===== src/include/sbit_defs.vh =====
`ifndef SBIT_DEFS_VH
`define SBIT_DEFS_VH

`define SBIT_CNT_W 16
`define SBIT_CTL_W 16
`define SBIT_CS_BIT 1
`define SBIT_SYNC_BIT 2
`define SBIT_GATE_BIT 6
`define SBIT_ON_BIT 15
`define SBIT_PS_LO 4
`define SBIT_PS_HI 5
`define SBIT_PS_W 8
`define SBIT_PER_RST 16'hffff
`define SBIT_ZERO 16'h0000
`define SBIT_ONE 16'h0001
`define SBIT_PS_1 2'h0
`define SBIT_PS_8 2'h1
`define SBIT_PS_64 2'h2
`define SBIT_PS_256 2'h3
`define SBIT_PSM_1 8'h00
`define SBIT_PSM_8 8'h07
`define SBIT_PSM_64 8'h3f
`define SBIT_PSM_256 8'hff
`define SBIT_PSC_ONE 8'h01
`define SBIT_PSC_ZERO 8'h00
`define SBIT_SYNC_N 3
`define SBIT_BIT_CLR 1'b0
`define SBIT_BIT_SET 1'b1

`endif


===== src/rtl/sbit_timer.v =====
// Notes on behaviour
// - sixteen-bit counter for clock or intervals
// - counts low-power crystal or instruction clock
// - asynchronous mode counts pin edges unsynchronised
// - sync mode resynchronises after the prescaler
// - timer modes count instruction cycle clock
// - counter modes count external pin
// - control bit 1 selects clock source
// - control bit 6 gates internal clock
// - control bit 2 selects synchronous counting
`timescale 1ns/100ps
`include "sbit_defs.vh"

module sbit_timer (
  input wire ref_clk,
  input wire sys_rst,
  input wire clk_en,
  input wire [15:0] timer_control_register,
  input wire [15:0] period_value,
  input wire instruction_cycle_clock,
  input wire external_count_clock_pin,
  input wire gate_input,
  input wire flag_clear,
  output reg [15:0] count_value,
  output reg timer_flag
);

  // widths fixed at the hardware's sizes
  localparam CNT_W = `SBIT_CNT_W;
  localparam PS_W = `SBIT_PS_W;
  localparam SYNC_N = `SBIT_SYNC_N;

  // prescaler mask: low bits that must all be set for one output tick
  function [PS_W-1:0] ps_mask;
    input [1:0] sel;
    begin
      case (sel)
        `SBIT_PS_1: ps_mask = `SBIT_PSM_1;
        `SBIT_PS_8: ps_mask = `SBIT_PSM_8;
        `SBIT_PS_64: ps_mask = `SBIT_PSM_64;
        default: ps_mask = `SBIT_PSM_256;
      endcase
    end
  endfunction

  // external pin mode: pin selected and sync bit at the wanted level
  function ext_mode;
    input cs;
    input sync_bit;
    input want_sync;
    begin
      ext_mode = cs & (sync_bit == want_sync);
    end
  endfunction

  wire enable = timer_control_register[`SBIT_ON_BIT];
  wire clock_source_select = timer_control_register[`SBIT_CS_BIT];
  wire external_sync_select = timer_control_register[`SBIT_SYNC_BIT];
  wire gate_enable = timer_control_register[`SBIT_GATE_BIT];
  wire [1:0] ps_sel = timer_control_register[`SBIT_PS_HI:`SBIT_PS_LO];
  wire [PS_W-1:0] ps_limit = ps_mask(ps_sel);

  // operating modes from the three select bits
  wire mode_timer = ~clock_source_select & ~gate_enable;
  wire mode_gated = ~clock_source_select & gate_enable;
  wire mode_sync = ext_mode(clock_source_select, external_sync_select, `SBIT_BIT_SET);
  wire mode_async = ext_mode(clock_source_select, external_sync_select, `SBIT_BIT_CLR);
  wire mode_pin = mode_sync | mode_async;

  // pin history
  reg pin_q;
  reg pin_d;

  // prescaler and the toggle that crosses the resynchroniser
  reg [PS_W-1:0] ps_q;
  reg [PS_W-1:0] ps_d;
  reg ps_tick_q;
  reg ps_tick_d;

  // next values of the outputs
  reg [CNT_W-1:0] count_d;
  reg flag_d;
  reg src_tick;

  // previous pin level taken directly, nothing ahead of the prescaler
  wire pin_rise = external_count_clock_pin & ~pin_q;

  // count source per mode
  always @* begin
    src_tick = `SBIT_BIT_CLR;
    if (mode_timer) begin
      src_tick = instruction_cycle_clock;
    end else if (mode_gated) begin
      src_tick = instruction_cycle_clock & gate_input;
    end else if (mode_pin) begin
      src_tick = pin_rise;
    end
  end

  wire ps_wrap = ((ps_q & ps_limit) == ps_limit);
  wire ps_out = enable & src_tick & ps_wrap;

  // sync mode: prescaler toggle retimed through a flop chain
  wire [SYNC_N:0] sync_chain;
  genvar gi;

  assign sync_chain[0] = ps_tick_q;

  generate
    for (gi = 0; gi < SYNC_N; gi = gi + 1) begin : g_sync
      reg stage_q;
      always @(posedge ref_clk or posedge sys_rst) begin
        if (sys_rst) begin
          stage_q <= `SBIT_BIT_CLR;
        end else if (clk_en) begin
          stage_q <= sync_chain[gi];
        end
      end
      assign sync_chain[gi + 1] = stage_q;
    end
  endgenerate

  // a toggle seen between the last two stages is one prescaler output
  wire sync_last = sync_chain[SYNC_N];
  wire sync_prev = sync_chain[SYNC_N - 1];
  wire sync_tick = sync_last ^ sync_prev;

  // count enable after mode selection
  wire cnt_tick = mode_sync ? sync_tick : ps_out;
  wire cnt_step = enable & cnt_tick;
  wire period_hit = (count_value == period_value);
  wire wrap_now = cnt_step & period_hit;

  always @* begin
    pin_d = external_count_clock_pin;
  end

  // prescaler, held clear while the timer is off
  always @* begin
    ps_d = ps_q;
    if (!enable) begin
      ps_d = `SBIT_PSC_ZERO;
    end else if (src_tick) begin
      if (ps_wrap) begin
        ps_d = `SBIT_PSC_ZERO;
      end else begin
        ps_d = ps_q + `SBIT_PSC_ONE;
      end
    end
  end

  // in sync mode only, toggle carries each prescaler output into the chain
  always @* begin
    ps_tick_d = ps_tick_q;
    if (ps_out & mode_sync) begin
      ps_tick_d = ~ps_tick_q;
    end
  end

  // count register: wraps to zero on the tick after a period match
  always @* begin
    count_d = count_value;
    if (wrap_now) begin
      count_d = `SBIT_ZERO;
    end else if (cnt_step) begin
      count_d = count_value + `SBIT_ONE;
    end
  end

  // set wins over clear
  always @* begin
    flag_d = timer_flag;
    if (wrap_now) begin
      flag_d = `SBIT_BIT_SET;
    end else if (flag_clear) begin
      flag_d = `SBIT_BIT_CLR;
    end
  end

  // registers; all hold while clk_en is low
  always @(posedge ref_clk or posedge sys_rst) begin
    if (sys_rst) begin
      pin_q <= `SBIT_BIT_CLR;
    end else if (clk_en) begin
      pin_q <= pin_d;
    end
  end

  always @(posedge ref_clk or posedge sys_rst) begin
    if (sys_rst) begin
      ps_q <= `SBIT_PSC_ZERO;
    end else if (clk_en) begin
      ps_q <= ps_d;
    end
  end

  always @(posedge ref_clk or posedge sys_rst) begin
    if (sys_rst) begin
      ps_tick_q <= `SBIT_BIT_CLR;
    end else if (clk_en) begin
      ps_tick_q <= ps_tick_d;
    end
  end

  always @(posedge ref_clk or posedge sys_rst) begin
    if (sys_rst) begin
      count_value <= `SBIT_ZERO;
    end else if (clk_en) begin
      count_value <= count_d;
    end
  end

  always @(posedge ref_clk or posedge sys_rst) begin
    if (sys_rst) begin
      timer_flag <= `SBIT_BIT_CLR;
    end else if (clk_en) begin
      timer_flag <= flag_d;
    end
  end

endmodule


===== config.mk =====
export PLATFORM = sky130hd
export DESIGN_NAME = sbit_timer
export DESIGN_NICKNAME = d
export VERILOG_FILES = /design/src/rtl/sbit_timer.v
export VERILOG_INCLUDE_DIRS = /design/src /design/src/include
export SDC_FILE = /design/constraint.sdc
export NUM_CORES = 1
export LEC_CHECK = 0
export ABC_AREA = 1
export BUFFER_PORTS_ARGS = -buffer_cell sky130_fd_sc_hd__buf_2
export CAP_MARGIN = 0
export CELL_PAD_IN_SITES_DETAIL_PLACEMENT = 1
export CELL_PAD_IN_SITES_GLOBAL_PLACEMENT = 1
export CORE_UTILIZATION = 39
export CTS_BUF_LIST = sky130_fd_sc_hd__clkbuf_4 sky130_fd_sc_hd__clkbuf_8
export DETAILED_ROUTE_END_ITERATION = 10
export GPL_ROUTABILITY_DRIVEN = 1
export PLACE_DENSITY = 0.95
export SETUP_SLACK_MARGIN = 0.5
export SLEW_MARGIN = 20
export SYNTH_ARGS = -nofsm -noshare
export SYNTH_HDL_FRONTEND = slang
export SYNTH_SLANG_ARGS = --single-unit

===== constraint.sdc =====
create_clock -name ref_clk -period 1.71 [get_ports ref_clk]
set_input_delay 0.342 -clock ref_clk [delete_from_list [all_inputs] [get_ports ref_clk]]
set_output_delay 0.342 -clock ref_clk [all_outputs]
set_load 0.05 [all_outputs]

==> run metrics <==
outcome finished, violations left; violated checks setup timing; number of setup violations in the final report 5; vias in the first global route 2901; final hold vios 0; final antenna-violating net count 0; CTS H-tree depth 2; Yosys reg bits 30; r2r endpoint count_value[10]$_DFFE_PP0P_; worst-skew pair later-pin latency 0.31 ns; f_max 572 MHz; Slew Viols, Final 0; Synth Cell Area 2330 um^2; first-pass GRT wire length 14600 um; die height 79.2 um; Synth Net Count 393; maxcap violations 0; end of the critical path count_value[10]$_DFFE_PP0P_; Layout area overhead 57.4%; Mapped Cells 352; Reg2Reg Depth 8; CTS Buf Count 5; DR pass1 iterations 6; skew final 0.0177 ns; r2r setup slk -0.04 ns; core box area 5640 um^2; ant diodes 0; Starting Density 0.412; fin worst setup slack -0.0389 ns; overall routing resource usage 0.310; CTS clk-pin slew, worst paths 0.09 ns; Initial DRC Count 253; clk buf depth 2; num rows 27; Worst IR Drop VDD 904 uV; I/O Buffers 45; Routed WL 12300 um; Fin Hold WS 0.106 ns; fin crit share 1.02; worst setup path startpoint count_value[11]$_DFFE_PP0P_; Crit. End Element flop; Leak 2.02 nW; DP HPWL 5250 um; largest net degree at the start of global routing 31; drt wl/cell 23.3 um; worst r2r src count_value[11]$_DFFE_PP0P_; CP Data Required Time 1.91 ns; layout cells sized above 1 0.485; worst-path fanout max 8; global route total overflow 0; DIE AREA 6280 um^2; arrival time of the worst setup path 1.95 ns; Clock Sinks 30; YS warnings 0; initial antenna violation count 0; drt drc 0; filler instances 713; Die W 79.2 um; Crit Path Class reg -> reg; slew margin rel. 0.714; post-synthesis sequential area ratio 0.323; Util after Layout 0.649; CTS tree yes; gp weighted congestion 0.890; crit path launch type flop; worst hold path class in -> async; Top Ports 56; CTS root buffer clkbuf_8; power per cell area 946 nW/um^2; CTS Hold Buffers Added 0; nets 498; min Tclk post-route 1.75 ns; via count 3034; vias per cell 5.72; Yosys cell types 32; Avg Cell Area, Syn 6.61 um^2; unrepaired setup endpoints after global routing yes; slew at the pin closest to its max-slew limit 0.430 ns
==> worst max-delay path: stages, from the launching register on <==
cell and delay, ns:
dfrtp_2 0.47, xnor2_2 0.18, nand3_1 0.16, nor2_1 0.20, nand2_1 0.13, nor2_4 0.16
nand2_4 0.13, nand2_1 0.13, nor2_1 0.07
==> flip-flops by register name, indices dropped and copies added, names as in the netlist <==
register        flops
count_value        16
g_sync.stage_q      3
timer_flag          1
pin_q               1
ps_tick_q           1
ps_q                8
==> area by class of cell <==
class                   count  area, um^2  area share
clock buffers               7        90.1      0.0246
well taps                  72        90.1      0.0246
repair buffers            101         853       0.233
multi-input cells         253        1590       0.435
inverters                  66         255      0.0697
clock inverters             1        5.00     0.00137
flip-flops and latches     30         776       0.212
==> worst min-delay path by stage <==
stage	startpoint	to	slack [ns]	cells past startpoint
CTS	sys_rst	count_value[10]$_DFFE_PP0P_	0.15	3
detailed placement	sys_rst	ps_q[0]$_DFFE_PP0P_	0.45	3
floorplan	sys_rst	count_value[0]$_DFFE_PP0P_	0.43	1
global placement	sys_rst	ps_q[0]$_DFFE_PP0P_	0.45	3
finish	sys_rst	count_value[10]$_DFFE_PP0P_	0.11	3
global route	sys_rst	count_value[11]$_DFFE_PP0P_	0.17	3
==> where the power goes <==
| group | switching [W] | internal, W | leakage (nW) |
|---|---|---|---|
| combinational | 0.00104 | 0.000706 | 1.63 |
| sequential | 0.000203 | 0.000840 | 0.340 |
| clock | 0.000333 | 0.000341 | 0.0517 |
| total | 0.00157 | 0.00189 | 2.02 |
==> cells in the final DEF (no fill, tap or decap), drive strengths merged, types with 7 or more instances in the layout <==
master	Yosys	final
a21oi	11	11
buf	3	100
clkbuf	1	8
dfrtp	30	30
inv	66	66
nand2	126	127
nand3	21	21
nand4	12	12
nor2	48	48
xnor2	7	7
xor2	7	7
==> kinds of logic (layout without fill, tap and decap cells) <==
| kind of cell | Yosys count | count (layout) | share of synthesized area |
|---|---|---|---|
| xor gates and xnor gates | 14 | 14 | 0.0527 |
| muxes | 1 | 1 | 0.00484 |
| and+or+nand+nor | 215 | 216 | 0.437 |
| AOI/OAI and AO/OA | 20 | 20 | 0.0506 |
| DFF | 30 | 30 | 0.323 |
| buffers and inverters | 70 | 175 | 0.121 |
| adders and majority gates | 2 | 2 | 0.0108 |
==> Yosys cell counts (all sizes together) <==
library cell,n,share of area
clkbuf,1,0.0016
a22o,2,0.0075
xor2,7,0.026
nand2,126,0.22
nand3,21,0.061
a21oi,11,0.025
nor2,48,0.084
mux2,1,0.0048
nor3b,1,0.0032
buf,3,0.012
dfrtp,30,0.32
a21boi,1,0.0048
nor3,4,0.018
o21ai,6,0.013
nand3b,3,0.015
nand4,12,0.032
ha,2,0.011
xnor2,7,0.026
inv,66,0.11
==> routing by layer <==
layer	up-vias	track usage	routed length (um)
met4	0	0.125	796
met1	1464	0.354	4530
met2	196	0.571	6140
li1	1287	-	-
met3	87	0.0483	881
met5	-	0	0
==> stage by stage <==
stage | setup slack, ns | instances | total power [W] | instance area (um^2) | setup TNS (ns)
2_1_floorplan | 0.208 | 352 | 0.00181 | 2400 | 0
3_3_place_gp | 0.157 | 471 | 0.00202 | 2730 | 0
3_5_place_dp | 0.112 | 471 | 0.00208 | 2730 | 0
4_1_cts | 0.146 | 508 | 0.00299 | 3290 | 0
5_1_grt | -0.122 | 530 | 0.00359 | 3660 | -0.517
6_report | -0.0389 | 530 | 0.00346 | 3660 | -0.101
==> timing repair <==
action                     CTS  global route
setup endpoints to repair   43            43
buffers inserted            28            21
gates cloned                 1             1
resized for setup           76            60
pin swaps                   18            28
(Power assumes the default switching activity.)
